**src/logic/epa_pkg.sv**
```systemverilog
/*
 * epa_pkg: constants for the emulated partner ability register.
 * Assumes a single 200 MHz system clock and one register read port.
 */
package epa_pkg;
	// bit positions of the partner ability word
	localparam int EPA_BIT_100FD  = 8;
	localparam int EPA_BIT_100HD  = 7;
	localparam int EPA_BIT_10FD   = 6;
	localparam int EPA_BIT_10HD   = 5;
	localparam int EPA_BIT_SYM    = 10;
	localparam int EPA_BIT_ASYM   = 11;
	localparam int EPA_BIT_T4     = 9;
	localparam int EPA_BIT_RFAULT = 13;
	localparam int EPA_BIT_ACK    = 14;
	localparam int EPA_BIT_NP     = 15;
	// advertisement register pause positions
	localparam int EPA_ADV_SYM    = 10;
	localparam int EPA_ADV_ASYM   = 11;
	// selector code, ieee 802.3
	localparam logic [4:0]  EPA_SELECTOR   = 5'h01;
	// speed/duplex nibbles for bits 8..5
	localparam logic [3:0]  EPA_AB_10FD    = 4'h2;
	localparam logic [3:0]  EPA_AB_100FD   = 4'h8;
	localparam logic [3:0]  EPA_AB_10HD    = 4'h1;
	localparam logic [3:0]  EPA_AB_100HD   = 4'h4;
	// reset values; ack stays set so the fixed bits never glitch
	localparam logic [15:0] EPA_WORD_RST   = 16'h4001;
	localparam logic        EPA_STRAP_RST  = 1'h0;
	localparam logic [1:0]  EPA_ARM_RST    = 2'h0;
	// last wait count before strap capture, synchronisers filled by then
	localparam logic [1:0]  EPA_ARM_LAST   = 2'h1;

	typedef enum logic [1:0] {
		EPA_ST_WAIT,
		EPA_ST_CAPTURE,
		EPA_ST_HOLD
	} epa_strap_st_t;
endpackage

```
**src/logic/epa_sync.sv**
```systemverilog
/*
 * epa_sync: two flip-flop synchroniser for one level.
 * Assumes the input is asynchronous to i_clk.
 */
`timescale 1ns/1ps
module epa_sync
	import epa_pkg::*;
(
	input  wire logic i_clk,
	input  wire logic i_resetn,
	input  wire logic i_async,
	output logic      o_sync
);
	typedef struct packed {
		logic meta;
		logic sync;
	} epa_sync_st_t;

	epa_sync_st_t s_r;
	epa_sync_st_t s_nxt;

	// first stage feeds only the second
	always_comb begin
		s_nxt      = s_r;
		s_nxt.meta = i_async;
		s_nxt.sync = s_r.meta;
	end

	always_ff @(posedge i_clk or negedge i_resetn) begin
		if (!i_resetn) begin
			s_r <= '0;
		end else begin
			s_r <= s_nxt;
		end
	end

	assign o_sync = s_r.sync;
endmodule

```
**src/logic/epa_strap.sv**
```systemverilog
/*
 * epa_strap: captures the two configuration straps once after reset.
 * Assumes straps are already synchronised and stable around release.
 */
`timescale 1ns/1ps
module epa_strap
	import epa_pkg::*;
(
	input  wire logic i_clk,
	input  wire logic i_resetn,
	input  wire logic i_duplex_pol,
	input  wire logic i_speed,
	output logic      o_duplex_pol,
	output logic      o_speed,
	output logic      o_valid
);
	typedef struct packed {
		epa_strap_st_t st;
		logic [1:0]    arm;
		logic          pol;
		logic          spd;
	} epa_strap_s_t;

	epa_strap_s_t s_r;
	epa_strap_s_t s_nxt;

	// one capture after release, then frozen until next reset
	always_comb begin
		s_nxt = s_r;
		case (s_r.st)
			EPA_ST_WAIT: begin
				// sync outputs still hold reset zeros for two edges
				s_nxt.arm = s_r.arm + 2'h1;
				if (s_r.arm == EPA_ARM_LAST) begin
					s_nxt.st = EPA_ST_CAPTURE;
				end
			end
			EPA_ST_CAPTURE: begin
				s_nxt.pol = i_duplex_pol;
				s_nxt.spd = i_speed;
				s_nxt.st  = EPA_ST_HOLD;
			end
			EPA_ST_HOLD: begin
				s_nxt.st = EPA_ST_HOLD;
			end
			default: begin
				s_nxt.st = EPA_ST_WAIT;
			end
		endcase
	end

	// reset loads constants only; straps are taken by the clocked path
	always_ff @(posedge i_clk or negedge i_resetn) begin
		if (!i_resetn) begin
			s_r.st  <= EPA_ST_WAIT;
			s_r.arm <= EPA_ARM_RST;
			s_r.pol <= EPA_STRAP_RST;
			s_r.spd <= EPA_STRAP_RST;
		end else begin
			s_r <= s_nxt;
		end
	end

	assign o_duplex_pol = s_r.pol;
	assign o_speed      = s_r.spd;
	assign o_valid      = (s_r.st == EPA_ST_HOLD);
endmodule

```
**src/logic/epa_partner_ability.sv**
```systemverilog
/*
 * epa_partner_ability: read-only emulated link partner ability register.
 * Assumes the advertisement word and autoneg result come from logic on
 * i_clk; the duplex pin and straps are asynchronous and are synchronised.
 */
// Summary of operation
// bit 8 reports partner 100BASE-X full duplex ability.
// bit 7 reports partner 100BASE-X half duplex ability.
// bit 6 reports partner 10BASE-T full duplex ability.
// bit 5 reports partner 10BASE-T half duplex ability.
// bits 4:0 always read 00001, the 802.3 selector.
// 16 bits for management reads, 32 bits zero-padded otherwise.
// no next page, ack set, no remote fault, no T4.
// partner pause bits follow our own advertised pause bits.
// pause map 00->00, sym->10, asym->11, both->01 onto bits 10,11.
// abilities from duplex pin, polarity strap, speed strap, autoneg.
// straps captured once when reset releases, then held.
// pin equals polarity: 0010 at speed 0, 1000 at speed 1.
// pin differs: 0001 at speed 0, 0100 at speed 1.
// writes are ignored; every field is computed and read-only.
`timescale 1ns/1ps
module epa_partner_ability
	import epa_pkg::*;
(
	input  wire logic        i_clk,
	input  wire logic        i_resetn,
	input  wire logic        i_duplex_pin,
	input  wire logic        i_duplex_pol_strap,
	input  wire logic        i_speed_strap,
	input  wire logic [15:0] i_virtual_phy_advertisement_reg,
	input  wire logic        i_an_fail,
	input  wire logic        i_wr_en,
	input  wire logic [31:0] i_wr_data,
	output logic [15:0]      o_mii_rdata,
	output logic [31:0]      o_rdata
);
	typedef struct packed {
		logic [15:0] word;
	} epa_state_t;

	epa_state_t s_r;
	epa_state_t s_nxt;

	logic       duplex_s;
	logic       pol_s;
	logic       speed_s;
	logic       pol_l;
	logic       speed_l;
	logic       strap_ok;
	logic [3:0] ability;
	logic [1:0] pause;

	// pin and straps come from outside the clock domain
	epa_sync u_sync_dup (
		.i_clk    (i_clk),
		.i_resetn (i_resetn),
		.i_async  (i_duplex_pin),
		.o_sync   (duplex_s)
	);

	epa_sync u_sync_pol (
		.i_clk    (i_clk),
		.i_resetn (i_resetn),
		.i_async  (i_duplex_pol_strap),
		.o_sync   (pol_s)
	);

	epa_sync u_sync_spd (
		.i_clk    (i_clk),
		.i_resetn (i_resetn),
		.i_async  (i_speed_strap),
		.o_sync   (speed_s)
	);

	// capture waits two cycles so the synchronisers have filled
	epa_strap u_strap (
		.i_clk        (i_clk),
		.i_resetn     (i_resetn),
		.i_duplex_pol (pol_s),
		.i_speed      (speed_s),
		.o_duplex_pol (pol_l),
		.o_speed      (speed_l),
		.o_valid      (strap_ok)
	);

	// speed/duplex nibble for bits 8..5
	always_comb begin
		if (duplex_s == pol_l) begin
			ability = speed_l ? EPA_AB_100FD : EPA_AB_10FD;
		end else begin
			ability = speed_l ? EPA_AB_100HD : EPA_AB_10HD;
		end
		// failed negotiation means no common ability is offered
		if (i_an_fail || !strap_ok) begin
			ability = 4'h0;
		end
	end

	// partner always accepts the pause request we advertised
	always_comb begin
		case ({i_virtual_phy_advertisement_reg[EPA_ADV_ASYM],
			i_virtual_phy_advertisement_reg[EPA_ADV_SYM]})
			2'h1: begin
				pause = 2'h1;  // see R8, see R9: sym only
			end
			2'h2: begin
				pause = 2'h3;  // asym only
			end
			2'h3: begin
				pause = 2'h2;  // both
			end
			default: begin
				pause = 2'h0;  // neither
			end
		endcase
	end

	// assemble the word; writes never reach it
	always_comb begin
		s_nxt = s_r;
		s_nxt.word = 16'h0000;
		s_nxt.word[4:0] = EPA_SELECTOR;
		s_nxt.word[EPA_BIT_10HD]  = ability[0];
		s_nxt.word[EPA_BIT_10FD]  = ability[1];
		s_nxt.word[EPA_BIT_100HD] = ability[2];
		s_nxt.word[EPA_BIT_100FD] = ability[3];
		s_nxt.word[EPA_BIT_T4]    = 1'h0;
		s_nxt.word[EPA_BIT_SYM]   = pause[0];
		s_nxt.word[EPA_BIT_ASYM]  = pause[1];
		s_nxt.word[EPA_BIT_RFAULT] = 1'h0;
		s_nxt.word[EPA_BIT_ACK]   = 1'h1;
		s_nxt.word[EPA_BIT_NP]    = 1'h0;
	end

	// write port exists for bus symmetry only
	logic wr_unused;
	assign wr_unused = i_wr_en & (|i_wr_data);

	always_ff @(posedge i_clk or negedge i_resetn) begin
		if (!i_resetn) begin
			s_r.word <= EPA_WORD_RST;
		end else begin
			s_r <= s_nxt;
		end
	end

	// outputs from the flop; upper half of the wide view reads zero
	always_comb begin
		o_mii_rdata = s_r.word;
		o_rdata     = {16'h0000, s_r.word};
	end
endmodule

```
**config.mk**
```make
export PLATFORM = sky130hd
export DESIGN_NAME = epa_partner_ability
export DESIGN_NICKNAME = d
export VERILOG_FILES = /design/src/logic/epa_pkg.sv /design/src/logic/epa_sync.sv /design/src/logic/epa_strap.sv /design/src/logic/epa_partner_ability.sv
export SDC_FILE = /design/constraint.sdc
export NUM_CORES = 1
export LEC_CHECK = 0
export BUFFER_PORTS_ARGS = -buffer_cell sky130_fd_sc_hd__buf_4
export CORE_ASPECT_RATIO = 0.9
export CORE_UTILIZATION = 38
export DETAILED_ROUTE_END_ITERATION = 8
export GPL_ROUTABILITY_DRIVEN = 0
export HOLD_SLACK_MARGIN = 0.03
export PLACE_DENSITY = 0.81
export SYNTH_ARGS = -nofsm -noshare
export SYNTH_HDL_FRONTEND = slang
export SYNTH_HIERARCHICAL = 1
export SYNTH_SLANG_ARGS = --single-unit
```
**constraint.sdc**
```tcl
create_clock -name i_clk -period 3.25 [get_ports i_clk]
set_clock_uncertainty 0.15 [all_clocks]
set_input_delay 0.65 -clock i_clk [delete_from_list [all_inputs] [get_ports i_clk]]
set_output_delay 0.65 -clock i_clk [all_outputs]
set_load 0.005 [all_outputs]
```
Word level (Yosys, flattened, before mapping). Cells that the tools add are included.

Register bits after elaboration: 18. Word-level logic and storage cells: 31.

Add/subtract/negate cells: 1. Eq/ne operators: 8. Mux-type cells: 7. Reductions and logical operators: 4.

Operators by type and width (count): $mux 4 (3); $eq 2x1->1 const B (3); $eq 2x2->1 const B (3); $pmux 2 s3 (1); $pmux 2 s2 (1); $mux 3 (1); $add 2x1->2 const B (1); $logic_not 2->1 (1); $mux 2 (1); $ne 2x1->1 const B (1); $reduce_or 2->1 (1); $eq 1x1->1 (1); $logic_not 1->1 (1); $logic_or 1x1->1 (1).

Longest topological paths before layout.
Word-level depth: 4. Depth in mapped cells: 4.

Cells and area by module. Netlist, hierarchy kept.

By module, submodules not included: epa_partner_ability (instances 1, cells an instance 65, area each 574.3 um^2); epa_strap (instances 1, cells an instance 21, area each 304.0 um^2); epa_sync (instances 3, cells an instance 2, area each 50.0 um^2).

Least setup slack after synthesis. Ideal clock, no wire load.

Kind: register to register. Start: register u_strap/s_r[4] in the netlist's numbering. End: register u_strap/s_r[4] in the netlist's numbering. Setup time: 0.125 ns. Arrival: 1.067 ns. Path slack: 1.908 ns. Cell stages (with the launch flop): 5. Buffers on the path: 0. Clock period less this slack: 1.342 ns. Cell sequence: dfrtp_1 inv_1 ha_1 nand2b_2 mux2_4.

Word-level cells in the longest chain between the ends: 3.

Ends and longest elaborated chain: start, declared (line epa_strap.sv:24) `epa_strap_s_t s_r;`; start signal, assigned (line epa_strap.sv:60) `s_r <= s_nxt;`; $eq 2x2->1 / $eq 2x1->1 (equally long branches) (line epa_strap.sv:30) `case (s_r.st)`; $reduce_or 2->1 (no line); $pmux 2 s2 (line epa_strap.sv:30).

Parallel ways exist; a longest one is shown, timed or not. A chain may end at the register's enable or synchronous reset.

Worst setup path in the final report.
Start: register s_r (netlist bit o_mii_rdata[10]). End: output o_rdata[10].

RTL lines: start, declared (line epa_partner_ability.sv:41) `epa_state_t s_r;`; start signal, assigned (line epa_partner_ability.sv:143) `s_r <= s_nxt;`; end, declared (line epa_partner_ability.sv:35) `output logic [31:0] o_rdata`.

No word-level cell between the ends.

==> summary.md <==
| Metric | Value |
|---|---|
| Crit path DAT | 0.84 ns |
| Leading area contributor after synthesis | dfrtp_1 |
| Final Power | 0.421 mW |
| Static leakage | 0.610 nW |
| Count leader, synth | buf_4 |
| Netlist cell types | 14 |
| Failing checks | DRC |
| I/O pin cnt | 103 |
| Rows | 17 |
| Syn Inst Count | between 90 and 100 |
| Final Cycle Share | slightly above 50% |
| Number of clock sinks | 18 |
| Initial DRC Count | 23 |
| Root buffer cell | clkbuf_4 |
| Sum Neg Setup Slack | 0 ns |
| Final max-slew violation count | 0 |
| Final hold viol count | 0 |
| Inserted Diodes | 0 |
| Ys async rst share | 100% |
| # hold bufs at CTS | 0 |
| Top cells by area, synth | dfrtp_1, buf_4, ha_1 |
| CTS clk-pin slew, worst paths | 0.10 ns |
| EDFF count, synth | 0 |
| Core Region | 2510 µm² |
| Pre-antenna DRT Iters | 6 |
| Vias in the first global route | roughly 430 |
| YS warnings | 6 |
| Htree depth | 1 |
| CP Capture Type | primary output |
| Dpl cell area | ~1000 µm² |
| Worst path cell trace | buf_4 |
| Routed vias/inst | a little under 4 |
| Startpoint types | flip-flop |
| Slowest cell on the critical path | dfrtp_1 |
| Via count | 522 |
| Final instance area | ~1100 µm² |
| Pin count of the biggest net entering global routing | 19 |
| Largest stage delay, worst path | 0.41 ns |
| Global-route wire length before repair | 1800 µm |
| Synth top cells by count | buf_4, dfrtp_1, ha_1 |
| Period minus WS final | 1.64 ns |
| IO Port Bufs | 19 |
| Tightest Hold Check Type | in2async |
| Outcome | complete, but fails checks |
| Share of layout cells above drive strength 1 | 26.2% |
| Post-Syn Area | around 1000 µm² |
| Area grow syn2layout | 2.55% |
| Crit-path leading delay family | flip-flops |
| Crit Path Max Fanout | 2 |
| Clock Latency Late Sink | 0.29 ns |
| Share of the synthesized area in the top cell type | 43.8% |
| Hold Worst Slack | 0.0536 ns |
| Synth Flop Type | dfrtp_1 |
| GRT Util Overall | 8.63% |
| Final setup viols | 0 |
| DRT antenna net count | 0 |
| WP buf/inv | 1 |
| TritonCTS clock tree | built |
| PwrDens | 399 nW/µm² |
| Die Ht | 51.4 µm |
| Drt drc | 15 |
| Full die area | just under 3000 µm² |
| Die width | 56.8 µm |
| Data required, critical path | 2.45 ns |
| Synth Register Bits | 18 |
| Crit Path Category | reg2out |
| Fill cells | 251 |
| Initial antenna violation count | 0 |
| Initial Utilization | between 40% and 50% |
| R2r setup slk | 1.80 ns |
| VDD IR max | between 200 and 300 µV |
| Post-CTS setup buffers | 0 |
| Clock buffer depth | 2 |
| Routed wire length | 1190 µm |
| Hpwl dp | ~1000 µm |
| Total CTS buffers | 3 |
| PostCTS Resize Cnt | 0 |
| Max-cap violations | 0 |
| Fmax | 0.610 GHz |
| Post-DR wirelength/cell | 8.81 µm |
| Sequential area share after synthesis | between 40 and 50% |
| Syn_area_per_cell | about 11 µm² |
| Total grt overflow | 0 |
| Final net count | 171 |
| RSZ-0062 raised after global routing | no |
final timing paths:
kind                                                from  cells after the start                            end
setup / recovery               o_mii_rdata[10]$_DFF_PN0_                      1                    o_rdata[10]
max in group asynchronous                       i_resetn                      1       o_mii_rdata[6]$_DFF_PN0_
min in group i_clk         u_sync_dup/s_nxt[0]$_DFF_PN0_                      0    u_sync_dup/o_sync$_DFF_PN0_
hold / removal                                  i_resetn                      1  u_sync_pol/s_nxt[0]$_DFF_PN0_
setup reg to reg              u_strap/s_r[4]$_DFFE_PN0P_                      4     u_strap/s_r[4]$_DFFE_PN0P_
hold reg to reg            u_sync_dup/s_nxt[0]$_DFF_PN0_                      0    u_sync_dup/o_sync$_DFF_PN0_
placed cells by master (no fill, tap or decap), drive strengths merged, types with 2 or more instances in the layout:
cell	Yosys	layout
dfrtp	18	18
nor2	6	6
conb	2	36
ha	8	8
xor2	2	2
clkbuf	0	4
mux2	4	4
buf	42	19
inv	5	5
layer usage:
layer | vias to the layer above | share of wire, % | GRT usage, %
li1 | 233 | - | -
met1 | 240 | 38 | 8.80
met2 | 47 | 50 | 16.1
met3 | 2 | 11 | 3.04
met4 | 0 | 1.5 | 3.66
met5 | - | 0 | 0
area by class of cell:
type	count	area, µm²	share of cell area [%]
Multi-Input combinational cell	61	372	35.2
Timing Repair Buffer	19	143	13.5
Sequential cell	18	450	42.7
Inverter	5	18.8	1.78
Tap cell	28	35.0	3.32
Clock buffer	4	36.3	3.44
sequential cells by signal (all words and copies together), names as in the netlist:
register,flops
o_mii_rdata,6
u_strap/o_duplex_pol,1
u_strap/o_speed,1
u_strap/s_r,4
u_sync_dup/o_sync,1
u_sync_dup/s_nxt,1
u_sync_pol/o_sync,1
u_sync_pol/s_nxt,1
u_sync_spd/o_sync,1
u_sync_spd/s_nxt,1
stage by stage:
| stage | cells | utilization, % | setup WS [ns] |
|---|---|---|---|
| 3_5_place_dp | 131 | 40.6 | 1.78 |
| 5_1_grt | 135 | 42.0 | 1.57 |
| 6_report | 135 | 42.0 | 1.61 |
| 2_1_floorplan | 126 | - | 1.91 |
| 4_1_cts | 135 | 42.0 | 1.58 |
| 3_3_place_gp | 131 | 40.6 | 1.79 |
cell families after synthesis:
logic type	Yosys count	share of synthesized area, %
xor+xnor	3	2.56
fa+ha+maj	8	9.73
buf+inv	47	32.5
flops	18	43.8
mux	5	6.08
other cells	2	0.730
simple gates	9	4.62
where the power goes:
group | internal, mW | total [mW] | switching [mW] | leakage (nW)
sequential | 0.234 | 0.239 | 0.00550 | 0.217
clock | 0.0682 | 0.137 | 0.0684 | 0.0210
combinational | 0.0212 | 0.0456 | 0.0244 | 0.372
No activity file was read; power rests on OpenSTA's default activity.
